**config.mk**
```make
export PLATFORM = sky130hd
export DESIGN_NAME = serial_flash_core
export DESIGN_NICKNAME = d
export VERILOG_FILES = /design/src/logic/flash_pkg.sv /design/src/logic/serial_flash_core.sv
export SDC_FILE = /design/constraint.sdc
export NUM_CORES = 2
export LEC_CHECK = 0
export BUFFER_PORTS_ARGS = -buffer_cell sky130_fd_sc_hd__buf_2
export CAP_MARGIN = 5
export CORE_MARGIN = 4
export CORE_UTILIZATION = 50
export CTS_CLUSTER_DIAMETER = 50
export DETAILED_ROUTE_END_ITERATION = 10
export PLACE_DENSITY = 0.64
export SYNTH_ARGS = -nofsm -noshare
export SYNTH_HDL_FRONTEND = slang
export SYNTH_SLANG_ARGS = --single-unit
```
**constraint.sdc**
```tcl
create_clock -name clk -period 4.5 [get_ports clk]
set_input_delay 0.9 -clock clk [delete_from_list [all_inputs] [get_ports clk]]
set_output_delay 0.9 -clock clk [all_outputs]
set_load 0.02 [all_outputs]
```
**src/logic/flash_pkg.sv**
```systemverilog
// constants and types shared by the serial flash status/read block
package flash_pkg;
  // command codes, arbitrary plain defaults
  localparam logic [7:0] CMD_READ  = 8'h03;
  localparam logic [7:0] CMD_FAST  = 8'h0B;
  localparam logic [7:0] CMD_SDDR  = 8'h0D;
  localparam logic [7:0] CMD_DUAL  = 8'hBB;
  localparam logic [7:0] CMD_DDDR  = 8'hBD;
  localparam logic [7:0] CMD_STATW = 8'h01;
  // frame lengths
  localparam logic [4:0] CMD_BITS    = 5'h08;
  localparam logic [4:0] ADDR_BITS   = 5'h18;
  localparam logic [4:0] BYTE_BITS   = 5'h08;
  localparam logic [4:0] DUMMY_FAST  = 5'h08;
  localparam logic [4:0] DUMMY_SDDR  = 5'h06;
  localparam logic [4:0] DUMMY_DUAL  = 5'h04;
  localparam logic [4:0] DUMMY_DDDR  = 5'h06;
  // status register layout
  localparam int LOCK_BIT  = 7;
  localparam int QUAD_BIT  = 6;
  localparam int BP_HI     = 5;
  localparam int BP_LO     = 2;
  localparam int LATCH_BIT = 1;
  localparam int BUSY_BIT  = 0;
  localparam logic [7:0] STATUS_RESET = 8'h00;
  // synchroniser lanes
  localparam int PIN_CS   = 4;
  localparam int PIN_SCLK = 3;
  localparam int PIN_WP   = 2;
  localparam int PIN_IO1  = 1;
  localparam int PIN_IO0  = 0;
  // status write cycle time
  localparam int CLK_NS          = 10;
  localparam int STATUS_WRITE_NS = 40;
  localparam int STATUS_WRITE_CYC =
    (STATUS_WRITE_NS + CLK_NS - 1) / CLK_NS;

  typedef enum logic [2:0] {
    ST_CMD, ST_ADDR, ST_DUMMY, ST_DATA, ST_STAT, ST_SKIP
  } phase_type;

  typedef enum logic [2:0] {
    RD_BASIC, RD_FAST, RD_SDDR, RD_DUAL, RD_DDDR, WR_STAT
  } mode_type;
endpackage : flash_pkg

```
**src/logic/serial_flash_core.sv**
```systemverilog
// serial flash status write, protection modes and array read paths
// What this block does
// - status write loads lock, quad and protect bits; latch and busy kept
// - status write refused while hardware protection is active
// - status write needs deselect exactly on a byte boundary
// - accepted write runs timed cycle with busy, then clears busy, latch
// - program or erase on protected area is refused
// - hardware protection entered whichever condition came first
// - hardware protection left only by driving protect pin high
// - quad mode disables hardware protection completely
// - basic read: command, 3 address bytes, data on falling edges
// - address increments after each byte, wraps to zero at top
// - deselect during data ends the read and stops driving
// - fast read: address, one dummy byte, data on falling edges
// - fast, ddr and dual reads refused while a cycle runs
// - single ddr read: address both edges, 6 dummies, data both edges
// - dual read: address two lines, 4 dummies, data two lines
// - dual ddr read: 4 bits a clock, 6 dummies, 4 bits data a clock
// - status: lock, quad, four protect, latch, busy from bit 7 down
// - quad flag turns shared protect and hold pins into data lines
`timescale 1ns/10ps
module serial_flash_core
  import flash_pkg::*;
#(
  parameter int AW        = 8,
  parameter int WR_CYCLES = STATUS_WRITE_CYC
) (
  // clock and reset
  input  wire logic            clk,
  input  wire logic            rst_n,
  // flash pins
  input  wire logic            csN,
  input  wire logic            sclk,
  input  wire logic            wpN,
  input  wire logic            io0In,
  input  wire logic            io1In,
  output logic                 io0Out,
  output logic                 io0Oe,
  output logic                 io1Out,
  output logic                 io1Oe,
  // neighbouring command logic
  input  wire logic            latchSet,
  input  wire logic            arrayBusy,
  input  wire logic            arrayReq,
  input  wire logic            areaProtected,
  output logic                 arrayAccept,
  // array contents loader
  input  wire logic            memLoadEn,
  input  wire logic [AW-1:0]   memLoadAddr,
  input  wire logic [7:0]      memLoadData,
  // status
  output logic [7:0]           statusOut,
  output logic                 hwProtectMode,
  output logic                 sharedPinsData
);

  typedef struct packed {
    logic [4:0]  syncA;
    logic [4:0]  syncB;
    logic        prevCs;
    logic        prevSclk;
    phase_type   phase;
    mode_type    mode;
    logic [7:0]  cmd;
    logic [7:0]  sh;
    logic [7:0]  stat;
    logic [23:0] addr;
    logic [4:0]  cnt;
    logic        bad;
    logic [15:0] timer;
    logic [1:0]  dout;
    logic [1:0]  doe;
  } core_type;

  // sclk lane resets to its idle low, so no false edge follows reset
  localparam core_type CORE_RESET = '{
    syncA: 5'h17, syncB: 5'h17, prevCs: 1'b1, prevSclk: 1'b0,
    phase: ST_CMD, mode: RD_BASIC, cmd: 8'h00, sh: 8'h00,
    stat: STATUS_RESET, addr: 24'h000000, cnt: 5'h00, bad: 1'b0,
    timer: 16'h0000, dout: 2'h0, doe: 2'h0};

  core_type   coreReg;
  core_type   coreNext;
  logic [7:0] mem [2**AW];

  // *************************************************************
  // helpers
  // *************************************************************
  function automatic logic [4:0] laneWidth(input mode_type m);
    laneWidth = (m == RD_DUAL || m == RD_DDDR) ? 5'h02 : 5'h01;
  endfunction : laneWidth

  function automatic logic isDdr(input mode_type m);
    isDdr = (m == RD_SDDR || m == RD_DDDR);
  endfunction : isDdr

  function automatic logic [4:0] dummyOf(input mode_type m);
    unique case (m)
      RD_FAST: dummyOf = DUMMY_FAST;
      RD_SDDR: dummyOf = DUMMY_SDDR;
      RD_DUAL: dummyOf = DUMMY_DUAL;
      RD_DDDR: dummyOf = DUMMY_DDDR;
      default: dummyOf = 5'h00;
    endcase
  endfunction : dummyOf

  // wraps at the top of the array
  function automatic logic [23:0] nextAddr(input logic [23:0] a);
    logic [AW-1:0] t;
    t = a[AW-1:0] + 1'b1;
    nextAddr = 24'(t);
  endfunction : nextAddr

  // *************************************************************
  // sampled pins and edges
  // *************************************************************
  logic csHigh, csRise, rise, fall, io0S, io1S, wpS;
  logic wide, ddr, busyAll, hwProtect;
  logic [4:0] w;
  assign csHigh = coreReg.syncB[PIN_CS];
  assign csRise = csHigh & ~coreReg.prevCs;
  assign rise   = coreReg.syncB[PIN_SCLK] & ~coreReg.prevSclk;
  assign fall   = ~coreReg.syncB[PIN_SCLK] & coreReg.prevSclk;
  assign io0S   = coreReg.syncB[PIN_IO0];
  assign io1S   = coreReg.syncB[PIN_IO1];
  assign wpS    = coreReg.syncB[PIN_WP];
  assign w      = laneWidth(coreReg.mode);
  assign wide   = (w == 5'h02);
  assign ddr    = isDdr(coreReg.mode);
  assign busyAll = coreReg.stat[BUSY_BIT] | arrayBusy;
  // level-based, so entry order of pin and lock does not matter
  assign hwProtect = ~wpS & coreReg.stat[LOCK_BIT]
                     & ~coreReg.stat[QUAD_BIT];

  // *************************************************************
  // next state
  // *************************************************************
  always_comb begin
    logic [7:0]  c8;
    logic [23:0] aNew;
    logic        inEdge;
    c8 = {coreReg.cmd[6:0], io0S};
    aNew = wide ? {coreReg.addr[21:0], io1S, io0S}
                : {coreReg.addr[22:0], io0S};
    // ddr falls count only after the rise of the same clock
    inEdge = rise | (fall & ddr & (|(coreReg.cnt & w)));
    coreNext = coreReg;
    coreNext.syncA = {csN, sclk, wpN, io1In, io0In};
    coreNext.syncB = coreReg.syncA;
    coreNext.prevCs = coreReg.syncB[PIN_CS];
    coreNext.prevSclk = coreReg.syncB[PIN_SCLK];
    if (coreReg.stat[BUSY_BIT]) begin
      if (coreReg.timer == 16'h0000) begin
        coreNext.stat[BUSY_BIT] = 1'b0;
        coreNext.stat[LATCH_BIT] = 1'b0;
      end else begin
        coreNext.timer = coreReg.timer - 16'h0001;
      end
    end
    if (csHigh) begin
      coreNext.phase = ST_CMD;
      coreNext.cnt = 5'h00;
      coreNext.bad = 1'b0;
      coreNext.doe = 2'h0;
      // anything short of a clean single byte is dropped
      if (csRise && coreReg.phase == ST_STAT && !coreReg.bad
          && coreReg.cnt == BYTE_BITS
          && coreReg.stat[LATCH_BIT] && !hwProtect
          && !coreReg.stat[BUSY_BIT]) begin
        coreNext.stat[7:2] = coreReg.sh[7:2];
        coreNext.stat[BUSY_BIT] = 1'b1;
        coreNext.timer = 16'(WR_CYCLES - 1);
      end
    end else begin
      unique case (coreReg.phase)
        ST_CMD: begin
          if (rise) begin
            coreNext.cmd = c8;
            coreNext.cnt = coreReg.cnt + 5'h01;
            if (coreNext.cnt == CMD_BITS) begin
              coreNext.cnt = 5'h00;
              coreNext.phase = ST_ADDR;
              unique case (c8)
                CMD_READ: coreNext.mode = RD_BASIC;
                CMD_FAST: coreNext.mode = RD_FAST;
                CMD_SDDR: coreNext.mode = RD_SDDR;
                CMD_DUAL: coreNext.mode = RD_DUAL;
                CMD_DDDR: coreNext.mode = RD_DDDR;
                CMD_STATW: begin
                  coreNext.mode = WR_STAT;
                  coreNext.phase = ST_STAT;
                end
                default: coreNext.phase = ST_SKIP;
              endcase
              if (busyAll && c8 != CMD_READ)
                coreNext.phase = ST_SKIP;
            end
          end
        end
        ST_ADDR: begin
          if (inEdge) begin
            coreNext.addr = aNew;
            coreNext.cnt = coreReg.cnt + w;
            if (coreNext.cnt == ADDR_BITS) begin
              coreNext.cnt = 5'h00;
              if (dummyOf(coreReg.mode) == 5'h00) begin
                coreNext.phase = ST_DATA;
                coreNext.sh = mem[aNew[AW-1:0]];
                coreNext.addr = nextAddr(aNew);
              end else begin
                coreNext.phase = ST_DUMMY;
              end
            end
          end
        end
        ST_DUMMY: begin
          if (rise) begin
            coreNext.cnt = coreReg.cnt + 5'h01;
            if (coreNext.cnt == dummyOf(coreReg.mode)) begin
              coreNext.cnt = 5'h00;
              coreNext.phase = ST_DATA;
              coreNext.sh = mem[coreReg.addr[AW-1:0]];
              coreNext.addr = nextAddr(coreReg.addr);
            end
          end
        end
        ST_DATA: begin
          if (fall || (ddr && rise)) begin
            coreNext.dout = {coreReg.sh[7], wide & coreReg.sh[6]};
            coreNext.doe = {1'b1, wide};
            coreNext.sh = wide ? {coreReg.sh[5:0], 2'h0}
                               : {coreReg.sh[6:0], 1'b0};
            coreNext.cnt = coreReg.cnt + w;
            if (coreNext.cnt == BYTE_BITS) begin
              coreNext.cnt = 5'h00;
              coreNext.sh = mem[coreReg.addr[AW-1:0]];
              coreNext.addr = nextAddr(coreReg.addr);
            end
          end
        end
        ST_STAT: begin
          if (rise) begin
            if (coreReg.cnt == BYTE_BITS) begin
              coreNext.bad = 1'b1;
            end else begin
              coreNext.sh = {coreReg.sh[6:0], io0S};
              coreNext.cnt = coreReg.cnt + 5'h01;
            end
          end
        end
        ST_SKIP: begin
        end
      endcase
    end
    // set wins over the end-of-cycle clear
    if (latchSet)
      coreNext.stat[LATCH_BIT] = 1'b1;
  end

  always_ff @(posedge clk or negedge rst_n) begin
    if (!rst_n)
      coreReg <= CORE_RESET;
    else
      coreReg <= coreNext;
  end

  // array storage has no reset; contents come from the loader
  always_ff @(posedge clk) begin
    if (memLoadEn)
      mem[memLoadAddr] <= memLoadData;
  end

  // *************************************************************
  // outputs
  // *************************************************************
  assign io1Out = coreReg.dout[1];
  assign io0Out = coreReg.dout[0];
  assign io1Oe = coreReg.doe[1];
  assign io0Oe = coreReg.doe[0];
  assign statusOut = coreReg.stat;
  assign hwProtectMode = hwProtect;
  assign sharedPinsData = coreReg.stat[QUAD_BIT];
  assign arrayAccept = arrayReq & coreReg.stat[LATCH_BIT]
                       & ~areaProtected;

  logic c8Fast;
  assign c8Fast = {coreReg.cmd[6:0], io0S} == CMD_FAST;
endmodule : serial_flash_core

```
==> impl_metrics.ini <==
[status]
run_status = finished clean

[global_route]
wire_length_of_the_first_global_routing_pass_um = 489700
grt_antenna_before_repair = 31
global_route.usage.met1 = 0.4695
gr-usage-met2 = 0.4819
grt-ovfl-total = 0
grt.busiest_layer = met2
globalRouteMet3Util = 0.1107
grtUsageTotal = 0.3361
first_global_vias = 61270
pin_count_of_the_biggest_net_entering_global_routing = 134

[setup_path]
end_kind = flip-flop
rr_endpoint = coreReg[58]
worst_ep_required_time_ns = 5.27
r2r_setup_slack_ns = 0.09
setup.worst_path.class = reg -> reg
critical_path.reg2reg.startpoint = coreReg[76]
slowest_delay_ns = 0.73
critical_path.slowest_cell = sky130_fd_sc_hd__and2_2
crit_chain = buf_4, a21bo_2, o22ai_1, and2_2, nor2_1, buf_4, a22oi_1, nand2_1, a221oi_1, buf_4, nor4_1, a31oi_1, o21ai_1
rr_worst_depth = 13
cp.arrival_ns = 5.18
crit_path_start = coreReg[76]
worst-path-max-fanout = 37
crit_top_cell = sky130_fd_sc_hd__buf_4
worst_setup_path_start_kind = flip-flop

[drt]
routed_wire_length_per_instance_um = 40.16
detail_route.wirelength_um = 351700
drt_iter0_markers = 10890
drt.antenna.violating_nets = 0
detail_route.drc_violations = 0
detailed_routing_iteration_count_for_the_pre_antenna_repair_pass = 6
routed-via-count = 62860
vias_per_cell = 7.179

[placement]
gp_congestion = 0.9598
numPlacedInstances = 8288
preCtsSetupSlack_ns = -0.09601
io_buffers = 42
hpwlAfterDp_um = 239500

[floorplanning]
rows = 164
floorplan.core_area_um2 = 199700
design.die.area_um2 = 207800
ios = 43
die_h_um = 455.9
die_w_um = 455.9
floorplan.initialDensity = 0.5024

[clock_network]
cts.clk_slew.worst_paths_ns = 0.06
worst_skew_pair.late_latency_ns = 0.89
root_buffer_selected_by_cts = sky130_fd_sc_hd__clkbuf_16
clock_sink_count = 2123
h-tree-depth = 4
total_cts_buffers = 235
cts-root-to-sink-buffers = 3
tritoncts = built

[synth]
synth_top_area_cell = sky130_fd_sc_hd__edfxtp_1
yosys_reg_bits = 2123
mappedNetlistArea_um2 = 100300
yosys.cell_types.count = 78
fraction_of_synthesized_cell_area_taken_by_the_top_area_cell_type = 0.6131
syn-instance-count = 5448
synthesis.nets = 5484
cell_with_the_most_instances_after_synthesis = sky130_fd_sc_hd__edfxtp_1
top_cells_by_count_synth = sky130_fd_sc_hd__edfxtp_1 (2048), sky130_fd_sc_hd__mux4_2 (1110), sky130_fd_sc_hd__nor2_1 (381)
ys.warnings.count = 0
ys_seq_area_frac = 0.6320
synth_ff_type = sky130_fd_sc_hd__edfxtp_1
ys_top_cells_by_area = sky130_fd_sc_hd__edfxtp_1 (61%), sky130_fd_sc_hd__mux4_2 (25%), sky130_fd_sc_hd__dfrtp_1 (1.6%), sky130_fd_sc_hd__nor2_1 (1.4%), sky130_fd_sc_hd__nand2_1 (1.3%)
synth-edff-count = 2048
synthesis.area_per_instance_um2 = 18.41
postSynth.asyncResetShare = 0.03533

[power]
powerDensity_nw_per_um2 = 375.9
post-layout-total-power_mw = 43.40
ir_worst_vdd_mv = 0.4204
total_leakage_power_nw = 36.31

[sta]
rsz0062_at_grt = no
maxSlewViolCount = 0
timing_worst_slew_pin_value_ns = 1.252
finalSetupViolCount = 0
finalCritPeriodShare = 0.9800
max_freq_mhz = 226.8
clock-skew-final_ns = 0.04351
final.setup.tns_ns = 0
final.min_clock_period_ns = 4.410
final.setup.worst_slack_ns = 0.08991
hold_viol = 0
max_slew_margin = 0.1653

[min_path]
hold_path_startpoint = csN
destination_of_the_worst_hold_path = coreNext[86]
min_path_cells = 1
worst_min_path_class = in -> reg

[finish]
total_of_fill_cells_in_the_finished_design = 14810
fin_nets = 5911
instances_no_fill = 8756
layout-drive-gt1-share = 0.3576
syn2layout_area_growth_pct = 15.12

[run]
drv.max_cap_violation_count = 0
## flip-flops by register name, indices dropped and copies added (netlist names)
signal	count
statusOut	8
coreReg	56
io0Out	1
io1Oe	1
coreNext	7
io1Out	1
mem	2048
io0Oe	1
## placed cells by master, fill, tap and decap left out, types with 40 or more instances in the layout
master	count
sky130_fd_sc_hd__nand2_1	347
sky130_fd_sc_hd__bufinv_16	40
sky130_fd_sc_hd__a31oi_1	47
sky130_fd_sc_hd__nor3_1	44
sky130_fd_sc_hd__nor2_1	368
sky130_fd_sc_hd__edfxtp_1	2048
sky130_fd_sc_hd__o21ai_0	66
sky130_fd_sc_hd__clkbuf_1	49
sky130_fd_sc_hd__a21oi_1	125
sky130_fd_sc_hd__nand3_1	114
sky130_fd_sc_hd__clkinv_1	43
sky130_fd_sc_hd__buf_12	57
sky130_fd_sc_hd__mux2i_1	74
sky130_fd_sc_hd__buf_4	524
sky130_fd_sc_hd__clkbuf_16	238
sky130_fd_sc_hd__dfrtp_1	61
sky130_fd_sc_hd__mux4_2	1110
sky130_fd_sc_hd__a22oi_1	109
## through the flow
step	cell area (um^2)	utilization	hold WS (ns)
floorplan	100300	-	0.3312
global placement	107200	0.5367	0.3440
detailed placement	107200	0.5367	0.3418
CTS	115300	0.5776	0.09128
global route	115400	0.5782	0.1136
finish	115500	0.5783	0.1404
## worst max path at each step
stage / to / slack (ns) / cells after the start
2_1_floorplan: coreReg[32] / 0.76 / 16
3_3_place_gp: coreReg[61] / -0.01 / 15
3_5_place_dp: coreReg[64] / -0.1 / 13
4_1_cts: coreReg[64] / 0.01 / 14
5_1_grt: coreReg[61] / 0.05 / 13
6_report: coreReg[58] / 0.09 / 13
## routing by layer
layer | part of all wire | wire [um] | vias up
li1 | - | - | 24000
met2 | 0.44 | 153900 | 5067
met3 | 0.15 | 51440 | 943
met4 | 0.058 | 20360 | 24
met5 | 0.00041 | 145 | -
met1 | 0.36 | 125900 | 32820
## power by group
group | total, mW | internal [mW] | switching (mW) | leakage, nW
combinational | 1.31 | 0.440 | 0.868 | 13.0
sequential | 21.8 | 21.7 | 0.0897 | 19.4
clock | 20.3 | 12.1 | 8.20 | 3.92
total | 43.4 | 34.2 | 9.16 | 36.3
## worst max-delay path: cells and delay by family (launching register included)
family          cells  cell delay, ns
compound gates      6            1.56
buf+inv             3            0.91
flops               1            0.45
simple gates        4            1.32
## cell type report
type,instances,area [um^2],share of cell area
timing repair buffer,624,5371,0.04652
antenna,20,50.05,0.0004334
timing repair inverter,2,22.52,0.0001950
clock inverter,153,1971,0.01707
multi-input combinational,2863,35030,0.3033
inverter,26,131.4,0.001138
tap,2656,3323,0.02878
clock buffer,289,6167,0.05341
sequential,2123,63400,0.5491
## repair_timing
item | CTS | global route
hold buffers | 1 | 0
endpoints found under the setup margin | 2 | 7
cloned | 0 | 2
resized for setup | 3 | 10
endpoints found under the hold margin | 2 | 0
setup buffers | 0 | 3
pin swaps | 0 | 3
## logic make-up (layout without fill, tap and decap cells)
group                      count (synthesis)  in the layout  share of synthesized area
AOI/OAI and AO/OA                        562            562                    0.03827
DFF                                     2123           2123                     0.6320
xor gates and xnor gates                  25             25                   0.002183
muxes                                   1206           1206                     0.2591
and+or+nand+nor                         1062           1062                    0.04663
buffers and inverters                    462           1094                    0.02081
other                                      0             20                          0
adders and majority gates                  8              8                   0.001073
Note: power is estimated with default switching activity, not from simulation.
